File: src/design/sac_pkg.sv
package sac_pkg;

	// Register byte offsets
	localparam logic [7:0] SAC_OFS_CTRL1  = 8'h00;
	localparam logic [7:0] SAC_OFS_CTRL2  = 8'h04;
	localparam logic [7:0] SAC_OFS_RESULT = 8'h08;
	localparam logic [7:0] SAC_OFS_CMPVAL = 8'h0c;
	localparam logic [7:0] SAC_OFS_CFG    = 8'h10;

	// Channel codes
	localparam logic [4:0] SAC_CH_LAST_PIN = 5'h0b;
	localparam logic [4:0] SAC_CH_LAST_GND = 5'h14;
	localparam logic [4:0] SAC_CH_RSV_LO   = 5'h15;
	localparam logic [4:0] SAC_CH_RSV_HI   = 5'h19;
	localparam logic [4:0] SAC_CH_TEMP     = 5'h1a;
	localparam logic [4:0] SAC_CH_BANDGAP  = 5'h1b;
	localparam logic [4:0] SAC_CH_RSV_TOP  = 5'h1c;
	localparam logic [4:0] SAC_CH_VREFH    = 5'h1d;
	localparam logic [4:0] SAC_CH_VREFL    = 5'h1e;
	localparam logic [4:0] SAC_CH_OFF      = 5'h1f;

	// Clock source codes
	localparam logic [1:0] SAC_SRC_BUS    = 2'h0;
	localparam logic [1:0] SAC_SRC_BUS2   = 2'h1;
	localparam logic [1:0] SAC_SRC_ASYNC  = 2'h2;
	localparam logic [1:0] SAC_SRC_ALT    = 2'h3;

	// Sample lengths less one, in conversion clock ticks; SAR trial bit ends
	localparam logic [4:0] SAC_SAMPLE_SHORT = 5'h03;
	localparam logic [4:0] SAC_SAMPLE_LONG  = 5'h13;
	localparam logic [9:0] SAC_SAR_MSB      = 10'h200;
	localparam logic [9:0] SAC_SAR_LSB      = 10'h001;

	// Control fields
	typedef struct packed {
		logic       coco_ie;
		logic       continuous_conversion_enable;
		logic [4:0] channel_select_field;
	} sac_ctrl1_t;

	typedef struct packed {
		logic cmp_en;
		logic cmp_ge;
		logic hw_trig_en;
	} sac_ctrl2_t;

	typedef struct packed {
		logic       bandgap_buffer_enable;
		logic       long_sample;
		logic       mode8;
		logic [1:0] clock_divide_field;
		logic [1:0] clk_src;
	} sac_cfg_t;

	// Analog mux steering
	typedef struct packed {
		logic       pin_en;
		logic [3:0] pin_idx;
		logic       gnd;
		logic       vdd;
		logic       temp;
		logic       bandgap;
		logic       reserved;
	} sac_mux_t;

	// One-hot converter states
	typedef enum logic [2:0] {
		SAC_IDLE    = 3'b001,
		SAC_SAMPLE  = 3'b010,
		SAC_CONVERT = 3'b100
	} sac_state_t;

endpackage

File: src/design/sac_adc_ctrl.sv
`timescale 1ns/1ps

module sac_adc_ctrl
	import sac_pkg::*;
(
	input  wire logic        mclk,
	input  wire logic        srst,
	input  wire logic        psel,
	input  wire logic        penable,
	input  wire logic        pwrite,
	input  wire logic [7:0]  paddr,
	input  wire logic [31:0] pwdata,
	output logic [31:0]      prdata,
	output logic             pready,
	output logic             pslverr,
	input  wire logic        local_async_conv_clock,
	input  wire logic        external_reference_clock,
	input  wire logic        hw_trigger_input,
	input  wire logic        sar_cmp_high,
	output logic [9:0]       dac_code,
	output logic             sample_en,
	output sac_mux_t         mux_sel,
	output logic             converter_on,
	output logic             bandgap_buffer_enable,
	output logic             alt_clock_request,
	output logic             conv_irq
);

	sac_ctrl1_t ctrl1;
	sac_ctrl2_t ctrl2;
	sac_cfg_t   cfg;
	sac_state_t state;
	logic [9:0] cmp_val;
	logic [9:0] result;
	logic       coco;
	logic [9:0] sar;
	logic [9:0] mask;
	logic [4:0] smp_cnt;
	logic [2:0] div_cnt;
	logic       half_tgl;
	logic       async_q;
	logic       alt_q;
	logic       src_tick;
	logic       conv_tick;
	logic       trig_s1;
	logic       trig_s2;
	logic       trig_s3;
	logic       hw_start;
	logic       wr_ctrl1;
	logic       rd_result;
	logic       acc;
	logic       mapped;
	logic       start;
	logic       finish;
	logic [9:0] final_code;
	logic       cmp_true;

	// Channel code to analog mux steering
	function automatic sac_mux_t decode_ch(input logic [4:0] ch);
		sac_mux_t m;
		m = '0;
		if (ch <= SAC_CH_LAST_PIN)
		begin
			m.pin_en  = 1'b1;
			m.pin_idx = ch[3:0];
		end
		else if (ch <= SAC_CH_LAST_GND)
			m.gnd = 1'b1;
		else if (ch == SAC_CH_TEMP)
			m.temp = 1'b1;
		else if (ch == SAC_CH_BANDGAP)
			m.bandgap = 1'b1;
		else if (ch == SAC_CH_VREFH)
			m.vdd = 1'b1;
		else if (ch == SAC_CH_VREFL)
			m.gnd = 1'b1;
		else if (ch != SAC_CH_OFF)
			m.reserved = 1'b1;
		return m;
	endfunction

	// Byte offset match
	function automatic logic hit(input logic [7:0] a, input logic [7:0] o);
		return a == o;
	endfunction

	// Bus decode; zero wait states, error on unmapped offsets
	assign acc       = psel & penable;
	assign mapped    = hit(paddr, SAC_OFS_CTRL1) | hit(paddr, SAC_OFS_CTRL2)
		| hit(paddr, SAC_OFS_RESULT) | hit(paddr, SAC_OFS_CMPVAL)
		| hit(paddr, SAC_OFS_CFG);
	assign pready    = penable;
	assign pslverr   = acc & ~mapped;
	assign wr_ctrl1  = acc & pwrite & hit(paddr, SAC_OFS_CTRL1);
	assign rd_result = acc & ~pwrite & hit(paddr, SAC_OFS_RESULT);

	// Read data latched in setup so it comes from a flop
	always_ff @(posedge mclk)
	begin
		if (srst)
			prdata <= '0;
		else if (psel & ~penable & ~pwrite)
		begin
			prdata <= '0;
			if (hit(paddr, SAC_OFS_CTRL1))
				prdata[7:0] <= {coco, ctrl1};
			else if (hit(paddr, SAC_OFS_CTRL2))
				prdata[3:0] <= {state != SAC_IDLE, ctrl2};
			else if (hit(paddr, SAC_OFS_RESULT))
				prdata[9:0] <= result;
			else if (hit(paddr, SAC_OFS_CMPVAL))
				prdata[9:0] <= cmp_val;
			else if (hit(paddr, SAC_OFS_CFG))
				prdata[6:0] <= cfg;
		end
	end

	// Software-written control registers
	always_ff @(posedge mclk)
	begin
		if (srst)
		begin
			ctrl1   <= '{coco_ie: 1'b0, continuous_conversion_enable: 1'b0,
				channel_select_field: SAC_CH_OFF};
			ctrl2   <= '0;
			cfg     <= '0;
			cmp_val <= '0;
		end
		else if (acc & pwrite)
		begin
			if (hit(paddr, SAC_OFS_CTRL1))
				ctrl1 <= pwdata[6:0];
			if (hit(paddr, SAC_OFS_CTRL2))
				ctrl2 <= pwdata[2:0];
			if (hit(paddr, SAC_OFS_CFG))
				cfg <= pwdata[6:0];
			if (hit(paddr, SAC_OFS_CMPVAL))
				cmp_val <= pwdata[9:0];
		end
	end

	// Source clocks sampled for edge detection
	always_ff @(posedge mclk)
	begin
		if (srst)
		begin
			async_q  <= 1'b0;
			alt_q    <= 1'b0;
			half_tgl <= 1'b0;
		end
		else
		begin
			async_q  <= local_async_conv_clock;
			alt_q    <= external_reference_clock;
			half_tgl <= ~half_tgl;
		end
	end

	// Source tick; an edge-sampled source must run below half of mclk
	always_comb
	begin
		case (cfg.clk_src)
			SAC_SRC_BUS:   src_tick = 1'b1;
			SAC_SRC_BUS2:  src_tick = half_tgl;
			SAC_SRC_ASYNC: src_tick = local_async_conv_clock & ~async_q;
			SAC_SRC_ALT:   src_tick = external_reference_clock & ~alt_q;
			default:       src_tick = 1'b0;
		endcase
	end

	// Divide by 1, 2, 4 or 8; divider free-runs so no source edge is lost
	always_ff @(posedge mclk)
	begin
		if (srst)
			div_cnt <= '0;
		else if (src_tick)
			div_cnt <= div_cnt + 3'h1;
	end

	always_comb
	begin
		case (cfg.clock_divide_field)
			2'h0:    conv_tick = src_tick;
			2'h1:    conv_tick = src_tick & div_cnt[0];
			2'h2:    conv_tick = src_tick & (&div_cnt[1:0]);
			default: conv_tick = src_tick & (&div_cnt);
		endcase
	end

	// Alternate source held on whenever a conversion needs it; no
	// low-power state gates it, so it runs through wait
	assign alt_clock_request = (state != SAC_IDLE)
		& (cfg.clk_src == SAC_SRC_ALT);

	// Overflow synchroniser; first flop feeds only the second
	always_ff @(posedge mclk)
	begin
		if (srst)
		begin
			trig_s1 <= 1'b0;
			trig_s2 <= 1'b0;
			trig_s3 <= 1'b0;
		end
		else
		begin
			trig_s1 <= hw_trigger_input;
			trig_s2 <= trig_s1;
			trig_s3 <= trig_s2;
		end
	end

	// Rising edge only, counter irq enable plays no part, no mode gate
	assign hw_start = trig_s2 & ~trig_s3;

	// Start conditions and result shaping
	assign start = (ctrl2.hw_trig_en ? hw_start
		: (wr_ctrl1 & (pwdata[4:0] != SAC_CH_OFF)))
		& (ctrl1.channel_select_field != SAC_CH_OFF || wr_ctrl1);
	assign finish     = (state == SAC_CONVERT) & conv_tick & (mask == SAC_SAR_LSB);
	assign final_code = sar_cmp_high ? (sar | mask) : sar;
	assign cmp_true   = ctrl2.cmp_ge ? (final_code >= cmp_val)
		: (final_code < cmp_val);

	// Conversion sequencer; continues in every low-power mode
	always_ff @(posedge mclk)
	begin
		if (srst)
		begin
			state   <= SAC_IDLE;
			sar     <= '0;
			mask    <= SAC_SAR_MSB;
			smp_cnt <= '0;
		end
		else if (wr_ctrl1 & ~start)
			state <= SAC_IDLE;
		else if (start)
		begin
			state   <= SAC_SAMPLE;
			smp_cnt <= '0;
		end
		else
		begin
			case (state)
				SAC_IDLE:
					state <= SAC_IDLE;
				SAC_SAMPLE:
					if (conv_tick)
					begin
						smp_cnt <= smp_cnt + 5'h01;
						if (smp_cnt == (cfg.long_sample ? SAC_SAMPLE_LONG
							: SAC_SAMPLE_SHORT))
						begin
							state <= SAC_CONVERT;
							sar   <= '0;
							mask  <= SAC_SAR_MSB;
						end
					end
				SAC_CONVERT:
					if (conv_tick)
					begin
						sar  <= final_code;
						mask <= mask >> 1;
						if (finish)
						begin
							smp_cnt <= '0;
							state   <= (ctrl1.continuous_conversion_enable
								&& ctrl1.channel_select_field != SAC_CH_OFF)
								? SAC_SAMPLE : SAC_IDLE;
						end
					end
				default:
					state <= SAC_IDLE;
			endcase
		end
	end

	// Result register, 8-bit mode drops the two low bits
	always_ff @(posedge mclk)
	begin
		if (srst)
			result <= '0;
		else if (finish & (~ctrl2.cmp_en | cmp_true))
			result <= cfg.mode8 ? {2'h0, final_code[9:2]} : final_code;
	end

	// Completion flag; hardware set beats read or write clear
	always_ff @(posedge mclk)
	begin
		if (srst)
			coco <= 1'b0;
		else if (finish & (~ctrl2.cmp_en | cmp_true))
			coco <= 1'b1;
		else if (wr_ctrl1 | rd_result)
			coco <= 1'b0;
	end

	// Interrupt request and analog side outputs
	assign conv_irq              = coco & ctrl1.coco_ie;
	assign mux_sel               = decode_ch(ctrl1.channel_select_field);
	assign converter_on          = state != SAC_IDLE;
	assign sample_en             = state == SAC_SAMPLE;
	assign dac_code              = sar | mask;
	assign bandgap_buffer_enable = cfg.bandgap_buffer_enable;
endmodule

File: config.mk
export PLATFORM = sky130hd
export DESIGN_NAME = sac_adc_ctrl
export DESIGN_NICKNAME = d
export VERILOG_FILES = /design/src/design/sac_pkg.sv /design/src/design/sac_adc_ctrl.sv
export SDC_FILE = /design/constraint.sdc
export NUM_CORES = 1
export LEC_CHECK = 0
export BUFFER_PORTS_ARGS = -buffer_cell sky130_fd_sc_hd__buf_2
export CORE_MARGIN = 1
export CORE_UTILIZATION = 50
export CTS_CLUSTER_SIZE = 25
export DETAILED_ROUTE_END_ITERATION = 8
export PLACE_DENSITY = 0.8
export SLEW_MARGIN = 10
export SYNTH_ARGS = -nofsm -noshare
export SYNTH_HDL_FRONTEND = slang
export SYNTH_SLANG_ARGS = --single-unit
File: constraint.sdc
create_clock -name mclk -period 3.9 [get_ports mclk]
set_clock_uncertainty 0.2 [all_clocks]
set_input_delay 0 -clock mclk [delete_from_list [all_inputs] [get_ports mclk]]
set_output_delay 0 -clock mclk [all_outputs]
set_load 0.02 [all_outputs]
; Word-level counts from Yosys, hierarchy flattened
; Index checks and enable logic that the tools add are counted.
[word_totals]
elab_cells = 173
regBits = 85
[classes]
mux = 53
bitwise_logic = 39
n_reduce_logical = 20
n_eq_ne = 28
add_sub_neg = 2
magnitude_cmp = 4
[ops]
columns = op, count
row1 = $mux W10, 9
row2 = $pmux W10 S2, 2
row3 = $mux W5, 7
row4 = $and A1 B1 Y1, 22
row5 = $eq A5 B5 Y1 const B, 4
row6 = $eq A8 B4 Y1 const B, 2
row7 = $mux W3, 5
row8 = $mux W1, 14
row9 = $mux W7, 2
row10 = $mux W2, 6
row11 = $eq A10 B1 Y1 const B, 1
row12 = $ge A10 B10 Y1, 1
row13 = $lt A10 B10 Y1, 1
row14 = $ne A5 B5 Y1 const B, 2
row15 = $not A1 Y1, 10
row16 = $or A10 B10 Y10, 1
row17 = $pmux W5 S2, 1
row18 = $reduce_and A2 Y1, 5
row19 = $ne A3 B1 Y1 const B, 3
row20 = $eq A8 B3 Y1 const B, 1
row21 = $eq A8 B5 Y1 const B, 1
row22 = $logic_not A8 Y1, 1
row23 = $mux W4, 2
row24 = $mux W8, 1
row25 = other kinds (28), 42

; Depth between registers and ports, before layout
[depth]
word_depth = 11
depth_mapped = 11

; Least setup slack after synthesis
; Ideal clock, no wire load.
[synth_timing]
path_kind = reg-to-reg
startpoint = register mask[3]
endpoint = register result[0]
required_ps = 3572
arrival_ps = 2218
path_buffers = 1
setup_time_ps = 128
stages_incl_launch_ff = 11
setup_slack_ps = 1354
path_cell_list = dfxtp_1 > a21oi_1 > inv_1 > ha_1 > a21oi_1 > o21ai_0 > a2111o_1 > a221oi_4 > buf_8 > mux2i_1 > nor2_1
[synth_between]
elab_chain_len = 6
elab_cells_between_ends = 9
classes_between = 2 x order compare / 1 x eq/ne / 2 x mux / 4 x bitwise
[synth_lines]
columns = element, line
row1 = from (decl), sac_adc_ctrl.sv:37  ; logic [9:0] mask;
row2 = from (signal assigned), sac_adc_ctrl.sv:262  ; mask <= mask >> 1;
row3 = $or A10 B10 Y10, sac_adc_ctrl.sv:220  ; assign final_code = sar_cmp_high ? (sar | mask) : sar;
row4 = $mux W10, sac_adc_ctrl.sv:220
row5 = $lt A10 B10 Y1 / $ge A10 B10 Y1 (equally long branches), "sac_adc_ctrl.sv:222, sac_adc_ctrl.sv:221"
row6 = $mux W1, sac_adc_ctrl.sv:221  ; assign cmp_true = ctrl2.cmp_ge ? (final_code >= cmp_val)
row7 = $or A1 B1 Y1, sac_adc_ctrl.sv:282  ; else if (finish & (~ctrl2.cmp_en | cmp_true))
row8 = $and A1 B1 Y1 *, sac_adc_ctrl.sv:282
row9 = to (signal assigned), sac_adc_ctrl.sv:283  ; result <= cfg.mode8 ? {2'h0, final_code[9:2]} : final_code;
row10 = to (decl), sac_adc_ctrl.sv:34  ; logic [9:0] result;
; Every way passes the cells marked *; elsewhere a longest branch is shown, timed or not.
; A chain may end at the register's enable or synchronous reset.

; Worst setup path after layout
[layout_timing]
startpoint = input port sar_cmp_high
endpoint = register result[2]
[layout_between]
elab_chain_len = 5
elab_cells_between_ends = 7
classes_between = 2 x order compare / 3 x mux / 2 x bitwise
[layout_lines]
columns = element, line
row1 = from (decl), sac_adc_ctrl.sv:19  ; input wire logic sar_cmp_high,
row2 = $mux W10 *, sac_adc_ctrl.sv:220
row3 = $lt A10 B10 Y1 / $ge A10 B10 Y1 (equally long branches), "sac_adc_ctrl.sv:222, sac_adc_ctrl.sv:221"
row4 = $mux W1, sac_adc_ctrl.sv:221
row5 = $or A1 B1 Y1, sac_adc_ctrl.sv:282
row6 = $and A1 B1 Y1, sac_adc_ctrl.sv:282
; Marks and branches as above.

==> out/results.ini <==
[logic_synthesis]
synthSimpleGateAreaFrac_pct=22.93
synth_xor_xnor_area_share_pct=0.7690
seq_area_frac_synth_pct=37.35
async_flop_share_pct=0
syn_area_per_cell_um2=8.328
synth.distinct_cells=61
synth_top_family_by_area=simple AND/OR/NAND/NOR gates
synthMuxAreaShare_pct=9.201
synthesis.area_um2=4556
synth_compound_area_share_pct=16.53
synth_enable_flop_cells=0
synth_seq_cells=85
ys.flop_type=dfxtp_1
ys_warn_count=0
synthCells=547
synth_fa_ha_area_share_pct=4.394

[finish]
fillers=763
antenna_cells=0
final_common_cell=dfxtp_1
final_cell_mix=dfxtp_1 (85), nor2_1 (69), buf_2 (63)
drive_above_1_share_pct=18.39
area_growth_pct=15.16
fin_nets=680

[min_path]
hp-class=in2reg

[run]
maxCapViolCount=0

[global_routing]
use_met2_pct=39.48
grt_max_degree=63
overflow=0
grt_usage_pct=24.09
use_met1_pct=30.80
busiest_layer=met2
grt_pass1_wl_um=18470
met3_usage_pct=4.388
antenna_found_initial=0
grt_pass1_vias=3912

[worst_setup_path]
r2r_end=result[2]
crit_buf_inv=3
setup.worst_path.start=sar_cmp_high
timing.reg2reg.setup_slack_ns=0.83
r2r_start=mask[5]
start_kind=input pin
path_class=in2reg
path_cells=dlygate4sd3_1, buf_2, a21oi_1, inv_1, ha_1, a21oi_1, o21ai_0, a2111o_1, a221oi_4, mux2i_1, nor2_1
cp_max_fo=20
cpMaxStageDelayCell=a221oi_4
worst-path-stages=11
crit_top_cell=a21oi_1
cpLargestDelayFamily=compound AO/OA/AOI/OAI gates
critPathCapture=result[2]
arrival_ns=3.19
worstRegToRegCells=8
endpoint_kind=flip-flop
required_ns=3.93
critPathMaxStageDelay_ns=0.75

[route]
drt_wl_total_um=11200
dr_total_vias=4175
post_drt_wl_per_cell_um=15.39
drtAntennaViolNets=0
post-route-drc-count=0
first_iter_violations=236
drt-pass1-iter-count=5
vias_per_cell=5.735

[pwr]
peakVddDrop_uv=185.6
leakage_uw=0.002270
fin_total_pwr_uw=1673
powerDensity_nw_per_um2=318.9

[cts]
clock-root-buffer=clkbuf_8
clock_path_buffers=2
cts.sinks=85
clk_pin_slew_ns=0.09
clock_latency_ns=0.37
cts_tree=yes
cts_resized=0
h-tree-depth=3
cts_inserted_buffers=9
post_cts_buffers=0
ctsHoldBuffers=22

[floorplan]
coreArea_um2=8763
ioPinCount=108
placementRows=34
start_util_pct=51.98
die_w_um=97.45
dieHeight_um=97.45
dieArea_um2=9497

[placement]
place.gp.congestion=0.9772
place_hpwl_um=7850
port_buffers=63

[sta]
worst_pin_slew_ns=0.8029
relSlewSlack_pct=46.47
timing.fmax_ghz=0.3161
fin_setup_tns_ns=0
final.period_utilization_pct=81.12
finalHoldViolCount=0
final-setup-viol-count=0
finalCriticalPeriod_ns=3.164
finalMaxSlewViolations=0
rsz0062_at_grt=no

[run_status]
status=finished clean

## worst min-delay path by stage
| stage | slack (ns) | to | cells after the start | startpoint |
|---|---|---|---|---|
| final | 0.02 | ctrl2[0] | 4 | paddr[3] |
| after global routing | 0.04 | ctrl2[0] | 4 | paddr[3] |
| after CTS | 0.0002 | ctrl2[0] | 4 | paddr[3] |
| after detailed placement | 0.01 | trig_s1 | 2 | hw_trigger_input |
| after global placement | 0.007 | trig_s1 | 2 | hw_trigger_input |
| after floorplan | -0.09 | pready | 1 | penable |
## sequential cells by signal, summed over array words and instances, names as in the netlist, 5 cells and up
name and cells:
prdata 10, mask 10, result 10, sar 10
smp_cnt 5, cfg 6, cmp_val 10, ctrl1 7
## through the flow
step	utilization (%)	hold WS, ns	worst slack [ns]	cells	instance area [um^2]
3_3_place_gp	54.95	0.007106	0.8744	690	4816
6_report	59.87	0.02306	0.7363	728	5246
5_1_grt	59.87	0.03915	0.4607	728	5246
2_1_floorplan	-	-0.08741	1.354	568	4634
3_5_place_dp	54.95	0.01454	0.8044	690	4816
4_1_cts	59.87	0.0002442	0.7064	728	5246
## cell usage after synthesis (all sizes together) (5+ instances only)
cell     n  share of area [%]
o21ai   19                2.1
nor3     9                1.1
ha      16                4.4
mux2i   34                7.5
a31oi   10                1.4
nand2   46                3.8
clkbuf  22                1.8
dfxtp   85                 37
nor2    69                5.7
buf     31                4.9
nand4    5               0.69
or3      5               0.80
inv     25                2.1
a21oi   41                4.7
nand3   18                2.0
nand2b   6               0.82
nor2b    7               0.96
nor4     7               0.96
a21o     9                1.5
mux2     7                1.7
and2     7               0.96
or2     10                1.4
a211oi   5               0.93
## cell families (layout without fill, tap and decap cells)
| family | after synthesis | in the layout |
|---|---|---|
| other | 1 | 22 |
| AO/OA/AOI/OAI | 113 | 113 |
| multiplexers | 41 | 41 |
| adder cells (fa/ha/maj) | 16 | 16 |
| flip-flops | 85 | 85 |
| AND/OR/NAND/NOR | 209 | 209 |
| XOR/XNOR | 4 | 4 |
| buffers and inverters | 78 | 130 |
## worst min-delay path, cell delays in order
cell and delay (ns):
buf_2 0.20, nor4_1 0.15, mux2i_1 0.13, nor2_1 0.07
## where the power goes
group | total [uW] | internal (uW) | switching (uW)
combinational | 131 | 45.6 | 85.0
sequential | 880 | 876 | 4.21
clock | 662 | 331 | 331
## area by class of cell
cell class,count,area [um^2],share of cell area [%]
multi-input combinational,405,2540,48.41
sequential,85,1702,32.43
timing repair buffer,89,565.5,10.78
clock buffer,11,151.4,2.886
tap,108,135.1,2.576
inverter,25,93.84,1.789
clock inverter,5,58.81,1.121
## routing by layer
metal / part of all wire, % / vias to the layer above
met5: 0 / -
met4: 2.7 / 0
met3: 6.4 / 25
met2: 48 / 173
met1: 43 / 1969
li1: - / 2008
Power figures use the tool's default switching activity.
